<file path="src/design/mcu_exec_map.vh">
`ifndef MCU_EXEC_MAP_VH
`define MCU_EXEC_MAP_VH

// system register window for the immediate bank-zero store
`define SYS_LO 8'h80
`define SYS_HI 8'h87
`define PC_RESET 16'h0000

// opcode encoding
`define OP_LD_AM 6'h00
`define OP_ST_MA 6'h01
`define OP_B0_LD_AM 6'h02
`define OP_B0_ST_MA 6'h03
`define OP_LD_AI 6'h04
`define OP_B0_ST_MI 6'h05
`define OP_XCH 6'h06
`define OP_B0_XCH 6'h07
`define OP_TBL 6'h08
`define OP_ADC_AM 6'h09
`define OP_ADC_MA 6'h0A
`define OP_ADD_AM 6'h0B
`define OP_ADD_MA 6'h0C
`define OP_B0_ADD_MA 6'h0D
`define OP_ADD_AI 6'h0E
`define OP_SBC_AM 6'h0F
`define OP_SBC_MA 6'h10
`define OP_SUB_AM 6'h11
`define OP_SUB_MA 6'h12
`define OP_SUB_AI 6'h13
`define OP_DADJ 6'h14
`define OP_MULT 6'h15
`define OP_AND_AM 6'h16
`define OP_AND_MA 6'h17
`define OP_AND_AI 6'h18
`define OP_OR_AM 6'h19
`define OP_OR_MA 6'h1A
`define OP_OR_AI 6'h1B
`define OP_XOR_AM 6'h1C
`define OP_XOR_MA 6'h1D
`define OP_XOR_AI 6'h1E
`define OP_INV_A 6'h1F
`define OP_INV_M 6'h20
`define OP_NIB_A 6'h21
`define OP_NIB_M 6'h22
`define OP_BIT_CLR 6'h23
`define OP_BIT_SET 6'h24
`define OP_B0_BIT_CLR 6'h25
`define OP_B0_BIT_SET 6'h26
`define OP_CMP_AI 6'h27
`define OP_CMP_AM 6'h28
`define OP_INC_A_SK 6'h29
`define OP_INC_M_SK 6'h2A
`define OP_DEC_A_SK 6'h2B
`define OP_DEC_M_SK 6'h2C
`define OP_SK_CLR 6'h2D
`define OP_SK_SET 6'h2E
`define OP_B0_SK_CLR 6'h2F
`define OP_B0_SK_SET 6'h30
`define OP_ZTEST 6'h31
`define OP_GOTO 6'h32
`define OP_CALL 6'h33
`define OP_CALL_HL 6'h34

`endif

</file>
<file path="src/design/mcu_instruction_execute.v">
`timescale 1ns/1ps
`include "mcu_exec_map.vh"
// What this block does
// - immediate bank-zero store only to 0x80..0x87, literal written, no flags, 1 cycle.
// - bank-zero store forces bank 0, bank-zero load leaves mem_bank_o at bank_sel_i; load sets zero, store none; 1 cycle.
// - exchanges swap accumulator and memory byte, no flags, 1+N cycles.
// - table read puts ROM[Y,Z] high byte in R, low in accumulator; 2 cycles.
// - add-with-carry to accumulator updates carry, half-carry, zero; 1 cycle.
// - arithmetic written back to memory updates carry, half-carry, zero; 1+N cycles.
// - subtract-with-borrow uses inverted carry; borrow clears carry; 1 cycle.
// - plain subtract clears carry on borrow, sets otherwise; 1 cycle.
// - decimal adjust corrects accumulator to packed decimal, only carry; 1 cycle.
// - multiply: low byte to accumulator, high to R, zero from accumulator; 2 cycles.
// - AND, OR, XOR change zero only; 1 cycle to accumulator, 1+N to memory.
// - inversion writes ones' complement to accumulator or memory, zero updated, 1 cycle.
// - nibble exchange swaps halves, no flags; 1 cycle, in place 1+N.
// - bit clear and set touch one bit only, no flags, 1+N cycles.
// - compare updates zero and carry, skips when equal; 1+S cycles.
// - increment-and-skip, no flags, skip on zero; 1+S or 1+N+S cycles.
// - decrement-and-skip, skip on zero; in place 1+N+S cycles.
// - bit-test skips when bit matches tested value, no flags, 1+S cycles.
// - zero test sets zero flag from memory byte, byte kept, 1 cycle.
// - jump takes page bits into PC[15:14], operand into PC[13:0]; 2 cycles.
// - call pushes 16-bit PC+1 then targets as the jump; 2 cycles.
// - indirect call pushes PC+1, then PC gets H:L; 2 cycles.
// - N is 0 for a system register operand, 1 for data memory.
// - S is 1 when the skip condition holds, else 0.
module mcu_instruction_execute #(
    parameter STACK_DEPTH = 8,
    parameter SP_W = 3,
    parameter BANK_W = 2
) (
    // clock and reset
    input wire mclk_i,
    input wire reset_i,
    // instruction issue
    input wire exec_i,
    input wire [5:0] op_i,
    input wire [7:0] imm_i,
    input wire [2:0] bit_sel_i,
    input wire [13:0] target_i,
    output wire ready_o,
    output wire done_o,
    output wire [1:0] cycles_o,
    output wire skip_o,
    output wire reject_o,
    // operand memory
    input wire [7:0] mem_addr_i,
    input wire [7:0] mem_data_i,
    input wire mem_is_sys_i,
    input wire [BANK_W-1:0] bank_sel_i,
    output wire mem_we_o,
    output wire [7:0] mem_waddr_o,
    output wire [BANK_W-1:0] mem_bank_o,
    output wire [7:0] mem_wdata_o,
    // pointer and page registers
    input wire [1:0] program_page_bits_i,
    input wire [7:0] h_i,
    input wire [7:0] l_i,
    input wire [7:0] y_i,
    input wire [7:0] z_i,
    // program memory table port
    input wire [15:0] rom_data_i,
    output wire rom_rd_o,
    output wire [15:0] rom_addr_o,
    // core state
    output wire [7:0] acc_o,
    output wire [7:0] r_o,
    output wire carry_o,
    output wire half_carry_flag_o,
    output wire zero_result_flag_o,
    output wire [15:0] pc_o,
    output wire [SP_W:0] stack_level_o,
    output wire stack_ovf_o
);

////////////////////////////////////////////////////////////////////////////
function [9:0] add8;
    input [7:0] a;
    input [7:0] b;
    input ci;
    reg [4:0] lo;
    reg [8:0] full;
    begin
        lo = {1'b0, a[3:0]} + {1'b0, b[3:0]} + {4'h0, ci};
        full = {1'b0, a} + {1'b0, b} + {8'h00, ci};
        add8 = {full[8], lo[4], full[7:0]};
    end
endfunction

////////////////////////////////////////////////////////////////////////////
reg [7:0] acc_r, r_r, wdata_r, waddr_r;
reg c_r, h_r, z_r, we_r, done_r, skip_r, rej_r, rom_rd_r, tbl_r, ovf_r;
reg [1:0] wait_r, cyc_r;
reg [BANK_W-1:0] bank_r;
reg [15:0] pc_r, rom_addr_r;
reg [SP_W-1:0] sp_r;
reg [SP_W:0] level_r;
reg [15:0] stack_mem [0:STACK_DEPTH-1];

reg [7:0] b, val, acc_nxt, r_nxt, mask;
reg [9:0] res;
reg [15:0] prod, pc_nxt;
reg c_nxt, h_nxt, z_nxt, wr_acc, wr_mem, arith, logic_z, n_term;
reg skip, two, push, bank0, bad, tbl, hi, lo;
reg [1:0] cyc;

wire accept = exec_i & (wait_r == 2'd0);

always @* begin
    case (op_i)
        `OP_LD_AI, `OP_B0_ST_MI, `OP_ADD_AI, `OP_SUB_AI, `OP_AND_AI,
        `OP_OR_AI, `OP_XOR_AI, `OP_CMP_AI: b = imm_i;
        default: b = mem_data_i;
    endcase
    acc_nxt = acc_r;
    r_nxt = r_r;
    c_nxt = c_r;
    h_nxt = h_r;
    z_nxt = z_r;
    val = 8'h00;
    res = 10'h000;
    prod = 16'h0000;
    mask = 8'h01 << bit_sel_i;
    wr_acc = 1'b0;
    wr_mem = 1'b0;
    arith = 1'b0;
    logic_z = 1'b0;
    n_term = 1'b0;
    skip = 1'b0;
    two = 1'b0;
    push = 1'b0;
    bank0 = 1'b0;
    bad = 1'b0;
    tbl = 1'b0;
    hi = 1'b0;
    lo = 1'b0;
    pc_nxt = pc_r + 16'h0001;
    case (op_i)
        `OP_LD_AM, `OP_LD_AI: begin
            val = b;
            wr_acc = 1'b1;
            z_nxt = (op_i == `OP_LD_AM) ? (b == 8'h00) : z_r;
        end
        `OP_ST_MA: begin
            val = acc_r;
            wr_mem = 1'b1;
        end
        `OP_B0_LD_AM: begin
            val = b;
            wr_acc = 1'b1;
            z_nxt = (b == 8'h00);
        end
        `OP_B0_ST_MA: begin
            val = acc_r;
            wr_mem = 1'b1;
            bank0 = 1'b1;
        end
        `OP_B0_ST_MI: begin
            val = b;
            bank0 = 1'b1;
            bad = (mem_addr_i < `SYS_LO) | (mem_addr_i > `SYS_HI);
            wr_mem = ~bad;
        end
        `OP_XCH, `OP_B0_XCH: begin
            acc_nxt = b;
            val = acc_r;
            wr_mem = 1'b1;
            n_term = 1'b1;
            bank0 = (op_i == `OP_B0_XCH);
        end
        `OP_TBL: begin
            tbl = 1'b1;
            two = 1'b1;
        end
        `OP_ADC_AM, `OP_ADC_MA: begin
            res = add8(acc_r, b, c_r);
            arith = 1'b1;
        end
        `OP_ADD_AM, `OP_ADD_MA, `OP_B0_ADD_MA, `OP_ADD_AI: begin
            res = add8(acc_r, b, 1'b0);
            arith = 1'b1;
            bank0 = (op_i == `OP_B0_ADD_MA);
        end
        `OP_SBC_AM, `OP_SBC_MA: begin
            res = add8(acc_r, ~b, c_r);
            arith = 1'b1;
        end
        `OP_SUB_AM, `OP_SUB_MA, `OP_SUB_AI: begin
            res = add8(acc_r, ~b, 1'b1);
            arith = 1'b1;
        end
        `OP_DADJ: begin
            hi = (acc_r > 8'h99) | c_r;
            lo = (acc_r[3:0] > 4'h9) | h_r;
            val = acc_r + (hi ? 8'h60 : 8'h00) + (lo ? 8'h06 : 8'h00);
            wr_acc = 1'b1;
            c_nxt = hi;
        end
        `OP_MULT: begin
            prod = {8'h00, acc_r} * {8'h00, b};
            acc_nxt = prod[7:0];
            r_nxt = prod[15:8];
            z_nxt = (prod[7:0] == 8'h00);
            two = 1'b1;
        end
        `OP_AND_AM, `OP_AND_MA, `OP_AND_AI: begin
            val = acc_r & b;
            logic_z = 1'b1;
        end
        `OP_OR_AM, `OP_OR_MA, `OP_OR_AI: begin
            val = acc_r | b;
            logic_z = 1'b1;
        end
        `OP_XOR_AM, `OP_XOR_MA, `OP_XOR_AI: begin
            val = acc_r ^ b;
            logic_z = 1'b1;
        end
        `OP_INV_A, `OP_INV_M: begin
            val = ~b;
            z_nxt = (val == 8'h00);
            wr_acc = (op_i == `OP_INV_A);
            wr_mem = (op_i == `OP_INV_M);
        end
        `OP_NIB_A, `OP_NIB_M: begin
            val = {b[3:0], b[7:4]};
            wr_acc = (op_i == `OP_NIB_A);
            wr_mem = (op_i == `OP_NIB_M);
            n_term = wr_mem;
        end
        `OP_BIT_CLR, `OP_B0_BIT_CLR, `OP_BIT_SET, `OP_B0_BIT_SET: begin
            val = (op_i == `OP_BIT_SET || op_i == `OP_B0_BIT_SET) ?
                (b | mask) : (b & ~mask);
            wr_mem = 1'b1;
            n_term = 1'b1;
            bank0 = (op_i == `OP_B0_BIT_CLR) | (op_i == `OP_B0_BIT_SET);
        end
        `OP_CMP_AI, `OP_CMP_AM: begin
            res = add8(acc_r, ~b, 1'b1);
            c_nxt = res[9];
            z_nxt = (res[7:0] == 8'h00);
            skip = (acc_r == b);
        end
        `OP_INC_A_SK, `OP_INC_M_SK, `OP_DEC_A_SK, `OP_DEC_M_SK: begin
            val = (op_i == `OP_INC_A_SK || op_i == `OP_INC_M_SK) ?
                b + 8'h01 : b - 8'h01;
            wr_acc = (op_i == `OP_INC_A_SK) | (op_i == `OP_DEC_A_SK);
            wr_mem = ~wr_acc;
            n_term = wr_mem;
            skip = (val == 8'h00);
        end
        `OP_SK_CLR, `OP_SK_SET, `OP_B0_SK_CLR, `OP_B0_SK_SET: begin
            skip = (b[bit_sel_i] ==
                ((op_i == `OP_SK_SET) | (op_i == `OP_B0_SK_SET)));
            bank0 = (op_i == `OP_B0_SK_CLR) | (op_i == `OP_B0_SK_SET);
        end
        `OP_ZTEST: z_nxt = (b == 8'h00);
        `OP_GOTO, `OP_CALL: begin
            pc_nxt = {program_page_bits_i, target_i};
            push = (op_i == `OP_CALL);
            two = 1'b1;
        end
        `OP_CALL_HL: begin
            pc_nxt = {h_i, l_i};
            push = 1'b1;
            two = 1'b1;
        end
        default: begin
            val = 8'h00;
        end
    endcase
    if (arith) begin
        val = res[7:0];
        c_nxt = res[9];
        h_nxt = res[8];
        z_nxt = (res[7:0] == 8'h00);
    end
    if (arith | logic_z) begin
        z_nxt = (val == 8'h00);
        wr_mem = (op_i == `OP_ADC_MA) | (op_i == `OP_ADD_MA) |
            (op_i == `OP_B0_ADD_MA) | (op_i == `OP_SBC_MA) |
            (op_i == `OP_SUB_MA) | (op_i == `OP_AND_MA) |
            (op_i == `OP_OR_MA) | (op_i == `OP_XOR_MA);
        wr_acc = ~wr_mem;
        n_term = wr_mem;
    end
    if (wr_acc)
        acc_nxt = val;
    if (skip)
        pc_nxt = pc_r + 16'h0002;
    // cycle count 1+N+S, or 2 for the fixed two-cycle forms
    cyc = two ? 2'd2 : 2'd1 + {1'b0, n_term & ~mem_is_sys_i}
        + {1'b0, skip};
end

////////////////////////////////////////////////////////////////////////////
always @(posedge mclk_i or posedge reset_i) begin
    if (reset_i) begin
        acc_r <= 8'h00;
        r_r <= 8'h00;
        c_r <= 1'b0;
        h_r <= 1'b0;
        z_r <= 1'b0;
        pc_r <= `PC_RESET;
        we_r <= 1'b0;
        wdata_r <= 8'h00;
        waddr_r <= 8'h00;
        bank_r <= {BANK_W{1'b0}};
        wait_r <= 2'd0;
        cyc_r <= 2'd0;
        done_r <= 1'b0;
        skip_r <= 1'b0;
        rej_r <= 1'b0;
        rom_rd_r <= 1'b0;
        rom_addr_r <= 16'h0000;
        tbl_r <= 1'b0;
        sp_r <= {SP_W{1'b0}};
        level_r <= {(SP_W+1){1'b0}};
        ovf_r <= 1'b0;
    end else begin
        we_r <= 1'b0;
        done_r <= 1'b0;
        skip_r <= 1'b0;
        rej_r <= 1'b0;
        rom_rd_r <= 1'b0;
        if (accept) begin
            acc_r <= acc_nxt;
            r_r <= r_nxt;
            c_r <= c_nxt;
            h_r <= h_nxt;
            z_r <= z_nxt;
            pc_r <= pc_nxt;
            we_r <= wr_mem;
            wdata_r <= val;
            waddr_r <= mem_addr_i;
            bank_r <= bank0 ? {BANK_W{1'b0}} : bank_sel_i;
            cyc_r <= cyc;
            wait_r <= cyc - 2'd1;
            done_r <= (cyc == 2'd1);
            skip_r <= skip;
            rej_r <= bad;
            rom_rd_r <= tbl;
            tbl_r <= tbl;
            rom_addr_r <= {y_i, z_i};
            if (push) begin
                sp_r <= sp_r + 1'b1;
                if (level_r == STACK_DEPTH[SP_W:0])
                    ovf_r <= 1'b1;
                else
                    level_r <= level_r + 1'b1;
            end
        end else if (wait_r != 2'd0) begin
            wait_r <= wait_r - 2'd1;
            done_r <= (wait_r == 2'd1);
            if (tbl_r) begin
                r_r <= rom_data_i[15:8];
                acc_r <= rom_data_i[7:0];
                tbl_r <= 1'b0;
            end
        end
    end
end

// return stack storage, oldest entry overwritten on overflow
always @(posedge mclk_i) begin
    if (accept && push)
        stack_mem[sp_r] <= pc_r + 16'h0001;
end

////////////////////////////////////////////////////////////////////////////
assign ready_o = (wait_r == 2'd0);
assign done_o = done_r;
assign cycles_o = cyc_r;
assign skip_o = skip_r;
assign reject_o = rej_r;
assign mem_we_o = we_r;
assign mem_waddr_o = waddr_r;
assign mem_bank_o = bank_r;
assign mem_wdata_o = wdata_r;
assign rom_rd_o = rom_rd_r;
assign rom_addr_o = rom_addr_r;
assign acc_o = acc_r;
assign r_o = r_r;
assign carry_o = c_r;
assign half_carry_flag_o = h_r;
assign zero_result_flag_o = z_r;
assign pc_o = pc_r;
assign stack_level_o = level_r;
assign stack_ovf_o = ovf_r;

endmodule // mcu_instruction_execute

</file>
<file path="config.mk">
export PLATFORM = sky130hd
export DESIGN_NAME = mcu_instruction_execute
export DESIGN_NICKNAME = d
export VERILOG_FILES = /design/src/design/mcu_instruction_execute.v
export VERILOG_INCLUDE_DIRS = /design/src /design/src/design
export SDC_FILE = /design/constraint.sdc
export NUM_CORES = 1
export LEC_CHECK = 0
export BUFFER_PORTS_ARGS = -buffer_cell sky130_fd_sc_hd__clkbuf_2
export CAP_MARGIN = 20
export CORE_ASPECT_RATIO = 0.5
export CORE_MARGIN = 5
export CORE_UTILIZATION = 32
export CTS_CLUSTER_DIAMETER = 100
export CTS_CLUSTER_SIZE = 30
export DETAILED_ROUTE_END_ITERATION = 12
export GPL_ROUTABILITY_DRIVEN = 0
export GPL_TIMING_DRIVEN = 0
export PLACE_DENSITY_LB_ADDON = 0.15
export SYNTH_ARGS = -nofsm -noshare
export SYNTH_HDL_FRONTEND = slang
export SYNTH_SLANG_ARGS = --single-unit
</file>
<file path="constraint.sdc">
create_clock -name mclk_i -period 12.2 [get_ports mclk_i]
set_clock_uncertainty 0.1 [all_clocks]
set_input_delay 2.44 -clock mclk_i [delete_from_list [all_inputs] [get_ports mclk_i]]
set_output_delay 2.44 -clock mclk_i [all_outputs]
set_load 0.01 [all_outputs]
</file>
### Yosys cells after proc, flatten, opt, wreduce, memory -nomap -nowiden

Index checks and enable logic that the tools add are counted.

* register bits: 84
* output and inout port bits: 82
* bits of input ports: 103
* word-level logic and storage cells: 240

* $add $sub $neg: 21
* shifts and indexed selects: 1
* equal/unequal tests: 60
* bitwise logic cells: 29
* multiply operators: 1
* reduce and logical (&&, ||, !) cells: 50
* muxes and demuxes: 53
* order comparisons: 5

Operator list (count)
* 6-bit == test (second input constant): 21
* 6-bit by 5-bit == test with 1-bit output (second input constant): 16
* 8-bit 2-to-1 mux: 12
* 8-bit case mux with 10 select lines: 1
* 8-bit logical NOT: 7
* 6-bit by 4-bit == test with 1-bit output (second input constant): 8
* 10-bit case mux with 4 select lines: 1
* 16-bit case mux with 2 select lines: 1
* 4-bit OR reduction: 7
* 6-bit by 3-bit == test with 1-bit output (second input constant): 4
* 1-bit 2-to-1 mux: 21
* 2-bit OR reduction: 10
* 8-bit by 8-bit adder with 9-bit output: 2
* 9-bit by 1-bit adder with 9-bit output: 2
* 16-bit by 1-bit adder with 16-bit output (second input constant): 1
* 16-bit by 2-bit adder with 16-bit output (second input constant): 1
* 8-bit AND: 2
* 8-bit > comparator (second input constant): 2
* 8-bit by 8-bit multiplier with 16-bit output: 1
* 16-bit 2-to-1 mux: 1
* 8-bit NOT: 2
* 8-bit OR: 2
* 8-bit case mux with 2 select lines: 1
* 8-bit OR reduction: 2
* other kinds (50): 92

### Longest topological paths before layout

Gate-level depths: netlist (run 1).

* depth after elaboration: 15
* gate-level depth with buffers: 27

### Worst setup path before layout (run 1)

Ideal clock, no wire load.

* path kind: input-to-reg
* start: in op_i[3]
* end: reg r_r[7], in the netlist r_o[7]
* stages: 24
* buffers on the path: 2
* setup time: 0.067 ns
* path slack: 4.144 ns
* arrival time: 7.889 ns
* path through: clkbuf_1 -> nand4b_1 -> nor2_1 -> a211oi_2 -> buf_6 -> mux2i_1 -> inv_1 -> nand2_1 -> fa_1 -> fa_1 -> inv_1 -> fa_1 -> inv_1 -> fa_1 -> inv_1 -> ha_1 -> a21boi_0 -> o21ai_0 -> a21oi_1 -> o21ai_0 -> a21oi_1 -> o21a_1 -> o31a_1 -> nand2_1

* word-level cells in the longest chain between the ends: 6

RTL lines
* from (decl): RTL line mcu_instruction_execute.v:38 `input wire [5:0] op_i,`
* 6-bit == test, or another cell as far along
* 8-bit OR reduction: RTL line mcu_instruction_execute.v:111 `case (op_i)`
* 8-bit 2-to-1 mux: RTL line mcu_instruction_execute.v:111
* 8-bit by 8-bit multiplier with 16-bit output: RTL line mcu_instruction_execute.v:201 `prod = {8'h00, acc_r} * {8'h00, b};`
* 8-bit 2-to-1 mux: RTL line mcu_instruction_execute.v:139 `case (op_i)`
* 8-bit 2-to-1 mux: RTL line mcu_instruction_execute.v:326 `if (accept) begin`
* to (signal assigned): RTL line mcu_instruction_execute.v:328 `r_r <= r_nxt;`
* to (signal assigned): RTL line mcu_instruction_execute.v:356 `r_r <= rom_data_i[15:8];`
* to (decl): RTL line mcu_instruction_execute.v:92 `reg [7:0] acc_r, r_r, wdata_r, waddr_r;`

Several ways; a longest one is shown, not always the timed one. The select of a mux whose other input is x is not followed.
A chain may end at the register's enable or synchronous reset.

### Worst setup path after layout (run 1)

* start: in op_i[3]
* end: reg z_r, in the netlist zero_result_flag_o

* word-level cells in the longest chain between the ends: 10

RTL lines
* 6-bit == test, or another cell as far along
* 8-bit OR reduction: RTL line mcu_instruction_execute.v:111
* 8-bit 2-to-1 mux: RTL line mcu_instruction_execute.v:111
* 8-bit NOT
* 8-bit by 8-bit adder with 9-bit output: RTL line mcu_instruction_execute.v:86 `full = {1'b0, a} + {1'b0, b} + {8'h00, ci};`
* 9-bit by 1-bit adder with 9-bit output: RTL line mcu_instruction_execute.v:86
* 8-bit logical NOT / 10-bit case mux with 4 select lines (equally long branches): RTL line mcu_instruction_execute.v:241, mcu_instruction_execute.v:139
* 1-bit case mux with 5 select lines, or another cell as far along: RTL line mcu_instruction_execute.v:139
* 1-bit 2-to-1 mux / 8-bit logical NOT (equally long branches): RTL line mcu_instruction_execute.v:272, mcu_instruction_execute.v:279
* 1-bit 2-to-1 mux: RTL line mcu_instruction_execute.v:278 `if (arith | logic_z) begin`
* to (signal assigned): RTL line mcu_instruction_execute.v:331 `z_r <= z_nxt;`
* to (decl): RTL line mcu_instruction_execute.v:93 `reg c_r, h_r, z_r, we_r, done_r, skip_r, rej_r, rom_rd_r, tbl_r, ovf_r;`

Several ways; a longest one is shown, not always the timed one. The select of a mux whose other input is x is not followed.

==> results of run 1 <==
-- final timing paths --
path	endpoint	slack, ns	cells past startpoint
max	zero_result_flag_o	2.56	26
min	mem_bank_o[1]	0.37	2
min in group asynchronous	half_carry_flag_o	1.94	2
max in group asynchronous	mem_wdata_o[4]	9.39	3
max reg2reg	zero_result_flag_o	6.21	20
min reg2reg	mem_bank_o[1]	0.37	2
-- cells in the final DEF, fill, tap and decap left out, types with 6 or more instances in the layout --
cell,synthesis,layout
nor2b_1,24,24
ha_1,87,87
o221ai_1,6,6
a21o_1,14,14
nand3_1,38,38
buf_1,9,9
a221oi_1,9,9
mux2i_1,20,20
a31oi_1,11,11
nor4_1,12,11
a2bb2oi_1,9,9
nor3_1,42,42
a211oi_1,18,18
xnor2_1,36,36
fa_1,40,40
clkbuf_2,0,183
o22ai_1,11,11
a21oi_1,64,64
nor2_1,123,123
xor2_1,17,17
o21bai_1,6,6
nand2b_1,12,12
a22oi_1,15,15
a32oi_1,9,9
mux2_2,7,7
inv_1,111,110
o21a_1,8,8
and3_1,13,13
clkbuf_16,0,9
a221o_1,6,6
nand2_1,198,198
or2_2,12,12
dfrtp_1,84,84
nand4_1,8,8
or3_1,15,15
clkbuf_1,59,61
o211ai_1,10,10
o21ai_0,76,76
-- worst register-to-register path: stages, from the launching register on --
cell and delay, ns:
dfrtp_1 0.54, inv_1 0.17, clkbuf_1 0.53, nor2_1 0.16
fa_1 0.56, inv_1 0.05, fa_1 0.47, inv_1 0.06
fa_1 0.53, inv_1 0.06, fa_1 0.52, inv_1 0.05
ha_1 0.31, a21boi_0 0.15, nor2_1 0.35, nor4_1 0.15
a31oi_1 0.17, nand2_1 0.14, a31oi_1 0.45, a2bb2oi_1 0.24
o31ai_1 0.09
-- per-layer routing --
| layer | global-route usage, % | vias to the layer above | share of wire [%] |
|---|---|---|---|
| met4 | 4.99 | 2 | 1.9 |
| met1 | 29.8 | 5284 | 44 |
| met2 | 35.5 | 472 | 46 |
| met3 | 4.17 | 61 | 8.0 |
| met5 | 0 | - | 0.032 |
| li1 | - | 5145 | - |
-- layout make-up --
| type | instances | share of cell area [%] |
|---|---|---|
| tap | 432 | 4.46 |
| clock buffer | 12 | 2.03 |
| multi-input combinational | 1071 | 61.6 |
| buffer | 74 | 2.48 |
| clock inverter | 4 | 0.465 |
| sequential | 84 | 17.4 |
| inverter | 114 | 3.55 |
| timing repair buffer | 188 | 8.01 |
-- power groups by stage --
stage,Clock (mW),Combinational (mW),Sequential (mW)
2_1_floorplan,0,1.52,0.533
3_3_place_gp,0,2.26,0.523
3_5_place_dp,0,2.29,0.525
4_1_cts,0.297,2.31,0.521
5_1_grt,0.305,2.60,0.536
6_report,0.289,2.31,0.522
-- flip-flops by register name (all words and copies together), names as in the netlist, 4 cells and up --
| signal | cells |
|---|---|
| acc_o | 8 |
| mem_waddr_o | 8 |
| mem_wdata_o | 8 |
| pc_o | 16 |
| r_o | 8 |
| rom_addr_o | 16 |
| stack_level_o | 4 |
-- logic make-up after synthesis --
logic type | share of synthesized area [%]
AOI/OAI and AO/OA | 22.0
DFF | 20.4
buffers and inverters | 7.08
and+or+nand+nor | 23.8
muxes | 3.81
xor gates and xnor gates | 4.51
adders and majority gates | 18.4
-- metrics by stage --
stage / hold WS, ns / util, % / power (mW) / instances / instance area, sq um
global placement: 0.342 / 37.0 / 2.78 / 1958 / 11700
floorplan: 0.393 / - / 2.06 / 1343 / 10300
detailed placement: 0.352 / 37.2 / 2.81 / 1962 / 11800
CTS: 0.367 / 38.2 / 3.13 / 1978 / 12100
global route: 0.387 / 38.2 / 3.45 / 1979 / 12100
finish: 0.366 / 38.2 / 3.13 / 1979 / 12100
==> reports/metrics.cfg, run 1 <==
[worst_setup_path]
crit_path_end_kind=flip-flop
crit_arrival_ns=9.74
crit_required_ns=12.30
max_stage_delay_ns=0.64
slowest_stage=clkbuf_1
crit_fanout=11
r2r_start=acc_o[3]
startpoint_type=input port
critPathKind=input port to flip-flop
crit_family=adder cells
cp-startpoint=op_i[3]
worst-path-buf-inv=7

[die]
coreArea_sq_mm=0.0317
io_pins=185
die_area_sq_mm=0.0361
die_width_um=264
start_util_pct=32.4
placementRows=46
die_h_um=137

[logic_synthesis]
synth_most_common_cell=nand2_1
syn_area_sq_mm=0.0103
synthArstFlopShare_pct=100
synth_area_leaders=dfrtp_1 20%, ha_1 11%, fa_1 7.8%
synth_cell_types=79
yosysTopAreaCellShare_pct=20.4
ys.flop_type=dfrtp_1
ys_seq_area_share_pct=20.4
synth_seq_cells=84
yosysTopAreaCell=dfrtp_1
synthTopCellsByCount=198 x nand2_1, 123 x nor2_1, 111 x inv_1
syn_nets=1573
synthCells=1343
synth_edf_count=0
yosys_warnings=0
avgSynthCellArea_sq_um=7.66

[power_and_ir_drop]
combPwrFrac_pct=74.1
power_frac_clock_pct=9.2
powerDensity_mw_per_mm2=258
intPower_mw=1.43
pwr-share-seq_pct=16.7
power.share.switching_pct=54.4
p_leak_nw=5.64
p_sw_mw=1.70
vdd_drop_max_mv=0.186

[clock_tree]
cts_buffers=9
clk_path_buf_depth=2
cts_tree=built
cts-resized-gates=0
htreeDepth=3
cts_setup_buffers=0
numClockSinks=84
clock_latency_ns=0.35
root_buffer=clkbuf_16
postCtsHoldBufs=0
path_clk_slew_ns=0.07

[final_layout]
ff_latch_area_sq_mm=0.00210
drive_above_1_share_pct=16.0
antenna_cells=0
multi_input_area_sq_mm=0.00747
nFillCells=3318
fin_nets=1772
syn_to_final_growth_pct=17.7

[global_route]
overflow=0
grt_pass1_wl_mm=62.0
grt_pass1_vias=10700
antenna_found_initial=2
grt_start_max_net_pins=67
grt_usage_pct=21.6

[drt]
routed_wl_mm=40.1
drc=0
ant_nets=0
first_pass_iters=8
drt-wirelength-per-cell_um=20.2
vias=11000
avgViaCountPerCell=5.54
drt_iter0_markers=972

[sta]
fin_crit_ns=9.64
finalMaxSlewViolations=0
relSlewSlack_pct=16.2
setup_slack_ns=2.56
fmax_ghz=0.104
period_share_pct=79.0
grt_setup_unrepaired=false
tightestPinTransition_ns=1.25
timing.setup.tns_ns=0
setup_violations=0
finalHoldViolations=0

[outcome]
run_status=completed

[placed_design]
io_buffers=183
pre_cts_ws_ns=2.36
dp.final_hpwl_mm=32.1

[run]
max_cap_viol_count=0

[hold_path]
min-delay-start=mem_bank_o[1]
worstHoldPathType=flip-flop to flip-flop

No activity file was read; power rests on OpenSTA's default activity.
==> run 2: changes to the inputs <==
--- a/config.mk
+++ b/config.mk
@@ -6,6 +6,7 @@
 export SDC_FILE = /design/constraint.sdc
 export NUM_CORES = 1
 export LEC_CHECK = 0
+export ABC_AREA = 1
 export BUFFER_PORTS_ARGS = -buffer_cell sky130_fd_sc_hd__clkbuf_2
 export CAP_MARGIN = 20
 export CORE_ASPECT_RATIO = 0.5
==> constraint.sdc (replaced) <==
create_clock -name mclk_i -period 9.4 [get_ports mclk_i]
set_clock_uncertainty 0.1 [all_clocks]
set_input_delay 1.88 -clock mclk_i [delete_from_list [all_inputs] [get_ports mclk_i]]
set_output_delay 1.88 -clock mclk_i [all_outputs]
set_load 0.01 [all_outputs]
==> run 2 against run 1 <==
- final area grew 1.8%
- sequential cell count is the same
- via count grew 4.5%
- hold slack gained 0.018 ns
- non-clock buffer count shrank 42
- total power grew 58%
- global-route usage is essentially flat
- synthesized area grew 2.4%
- sequential power grew 32%
- core utilization shrank 0.54 points
- critical endpoint is now r_o[5]
==> reports/metrics.cfg, run 2 <==
[logic_synthesis]
yosysTopAreaCell=dfrtp_1  ; unchanged
synthCells=1639  ; was 1343
synth_edf_count=0  ; unchanged
ys_seq_area_share_pct=19.9  ; was 20.4%
yosys_warnings=0  ; unchanged
synth_area_leaders=dfrtp_1 20%, nand2_1 17%, ha_1 10%  ; was dfrtp_1 20%, ha_1 11%, fa_1 7.8%
syn_area_sq_mm=0.0105  ; was 0.0103 sq mm
syn_nets=1869  ; was 1573
synthArstFlopShare_pct=100  ; unchanged
ys.flop_type=dfrtp_1  ; unchanged
yosysTopAreaCellShare_pct=19.9  ; was 20.4%
synthTopCellsByCount=471 x nand2_1, 229 x inv_1, 186 x nor2_1  ; was 198 x nand2_1, 123 x nor2_1, 111 x inv_1
synth_cell_types=48  ; was 79
synth_most_common_cell=nand2_1  ; unchanged
avgSynthCellArea_sq_um=6.43  ; was 7.66 sq um
synth_seq_cells=84  ; unchanged

[clock_tree]
root_buffer=clkbuf_16  ; unchanged
cts_setup_buffers=0  ; unchanged
clk_path_buf_depth=2  ; unchanged
htreeDepth=3  ; unchanged
cts-resized-gates=0  ; unchanged
path_clk_slew_ns=0.08  ; was 0.07 ns
postCtsHoldBufs=0  ; unchanged
clock_latency_ns=0.36  ; was 0.35 ns
numClockSinks=84  ; unchanged
cts_tree=built  ; unchanged
cts_buffers=9  ; unchanged

[drt]
routed_wl_mm=41.2  ; was 40.1 mm
drc=0  ; unchanged
drt_iter0_markers=1147  ; was 972
avgViaCountPerCell=5.03  ; was 5.54
first_pass_iters=5  ; was 8
ant_nets=0  ; unchanged
drt-wirelength-per-cell_um=18.1  ; was 20.2 um
vias=11500  ; was 11000

[worst_setup_path]
crit_required_ns=9.57  ; was 12.30 ns
crit_fanout=11  ; unchanged
path_common_cell=nand2_1
max_stage_delay_ns=0.59  ; was 0.64 ns
crit_path_end_kind=flip-flop  ; unchanged
slowest_stage=fa_1  ; was clkbuf_1
crit_arrival_ns=8.24  ; was 9.74 ns
worst-path-buf-inv=8  ; was 7
critPathKind=input port to flip-flop  ; unchanged
startpoint_type=input port  ; unchanged
crit_family=adder cells  ; unchanged

[sta]
setup_violations=0  ; unchanged
timing.setup.tns_ns=0  ; unchanged
grt_setup_unrepaired=false  ; unchanged
finalMaxSlewViolations=0  ; unchanged
fin_crit_ns=8.07
finalHoldViolations=0  ; unchanged
tightestPinTransition_ns=1.09  ; was 1.25 ns
fmax_ghz=0.124
period_share_pct=85.9
relSlewSlack_pct=27.6  ; was 16.2%

[final_layout]
antenna_cells=0  ; unchanged
syn_to_final_growth_pct=17.0  ; was 17.7%
fin_nets=2064  ; was 1772
layout_commonest_cell=nand2_1  ; unchanged
layout_common_cells=471 x nand2_1, 228 x inv_1, 186 x nor2_1  ; was 198 x nand2_1, 183 x clkbuf_2, 123 x nor2_1
utilization_pct=37.7  ; was 38.2%
drive_above_1_share_pct=15.0  ; was 16.0%
nFillCells=3603  ; was 3318

[die]
start_util_pct=32.2  ; was 32.4%
io_pins=185  ; unchanged
die_width_um=267  ; was 264 um
die_area_sq_mm=0.0369  ; was 0.0361 sq mm
coreArea_sq_mm=0.0328  ; was 0.0317 sq mm
placementRows=47  ; was 46
die_h_um=138  ; was 137 um

[global_route]
grt_usage_pct=21.7  ; was 21.6%
grt_pass1_wl_mm=63.0  ; was 62.0 mm
overflow=0  ; unchanged
grt_pass1_vias=10500  ; was 10700
antenna_found_initial=0  ; was 2
grt_start_max_net_pins=51  ; was 67

[power_and_ir_drop]
p_leak_nw=6.67  ; was 5.64 nW
powerDensity_mw_per_mm2=400  ; was 258 mW/mm^2
vdd_drop_max_mv=0.375  ; was 0.186 mV

[hold_path]
worstHoldPathType=flip-flop to flip-flop  ; unchanged

[placed_design]
dp.final_hpwl_mm=32.9  ; was 32.1 mm
io_buffers=183  ; unchanged

[outcome]
run_status=completed  ; unchanged

[run]
max_cap_viol_count=0  ; unchanged

run 2: cell families after synthesis:
group,count (synthesis),share of synthesized area (%)
AOI/OAI and AO/OA,209,11.7
xor gates and xnor gates,35,2.91
adders and majority gates,127,17.9
buffers and inverters,281,10.5
DFF,84,19.9
and+or+nand+nor,903,37.0
run 2: worst paths after layout:
| check | from | end | slack [ns] | depth (start not counted) |
|---|---|---|---|---|
| worst max-delay path | op_i[3] | r_o[5] | 1.33 | 32 |
| max in group asynchronous | reset_i | pc_o[15] | 7.12 | 3 |
| worst min register to register | rom_addr_o[14] | rom_addr_o[14] | 0.38 | 2 |
| worst min-delay path | rom_addr_o[14] | rom_addr_o[14] | 0.38 | 2 |
| min in group asynchronous | reset_i | rom_addr_o[4] | 1.44 | 2 |
| worst max register to register | acc_o[1] | r_o[5] | 3.54 | 21 |
run 2: area by class of cell:
| cell class | count | area [sq um] | share of cell area (%) |
|---|---|---|---|
| Tap cell | 441 | 552 | 4.47 |
| Sequential cell | 84 | 2100 | 17.0 |
| Clock buffer | 9 | 225 | 1.83 |
| Multi-Input combinational cell | 1274 | 7330 | 59.4 |
| Inverter | 245 | 930 | 7.54 |
| Timing Repair Buffer | 184 | 943 | 7.65 |
| Clock inverter | 7 | 72.6 | 0.588 |
| Buffer | 36 | 181 | 1.47 |
run 2: metal layers:
layer  track usage [%]  share of wire (%)
met1              31.9                 47
met2              34.6                 46
met3              2.95                6.4
met4              3.39                1.2
met5                 0                  0
run 2: worst reg2reg max path: cells and delay by family, from the launching register on:
kind	cells	cell delay (ns)
AOI/OAI and AO/OA	4	0.73
xor gates and xnor gates	1	0.25
adders and majority gates	5	2.38
buffers and inverters	4	0.70
DFF	1	0.79
and+or+nand+nor	7	0.80
run 2: power by group:
| part | total (mW) | switching, mW | internal (mW) | leakage (nW) |
|---|---|---|---|---|
| sequential | 0.691 | 0.177 | 0.514 | 1.01 |
| combinational | 3.87 | 2.52 | 1.36 | 5.51 |
| clock | 0.371 | 0.182 | 0.189 | 0.144 |
run 2: metrics by stage:
stage / cells / total power, mW / hold slack (ns) / instance area [sq um] / setup WS (ns)
6_report: 2280 / 4.93 / 0.384 / 12300 / 1.33
5_1_grt: 2280 / 5.51 / 0.402 / 12300 / 0.953
4_1_cts: 2280 / 4.93 / 0.384 / 12300 / 1.38
3_5_place_dp: 2264 / 4.53 / 0.365 / 12000 / 1.05
3_3_place_gp: 2263 / 4.55 / 0.364 / 12000 / 1.05
2_1_floorplan: 1639 / 3.37 / 0.413 / 10500 / 2.30
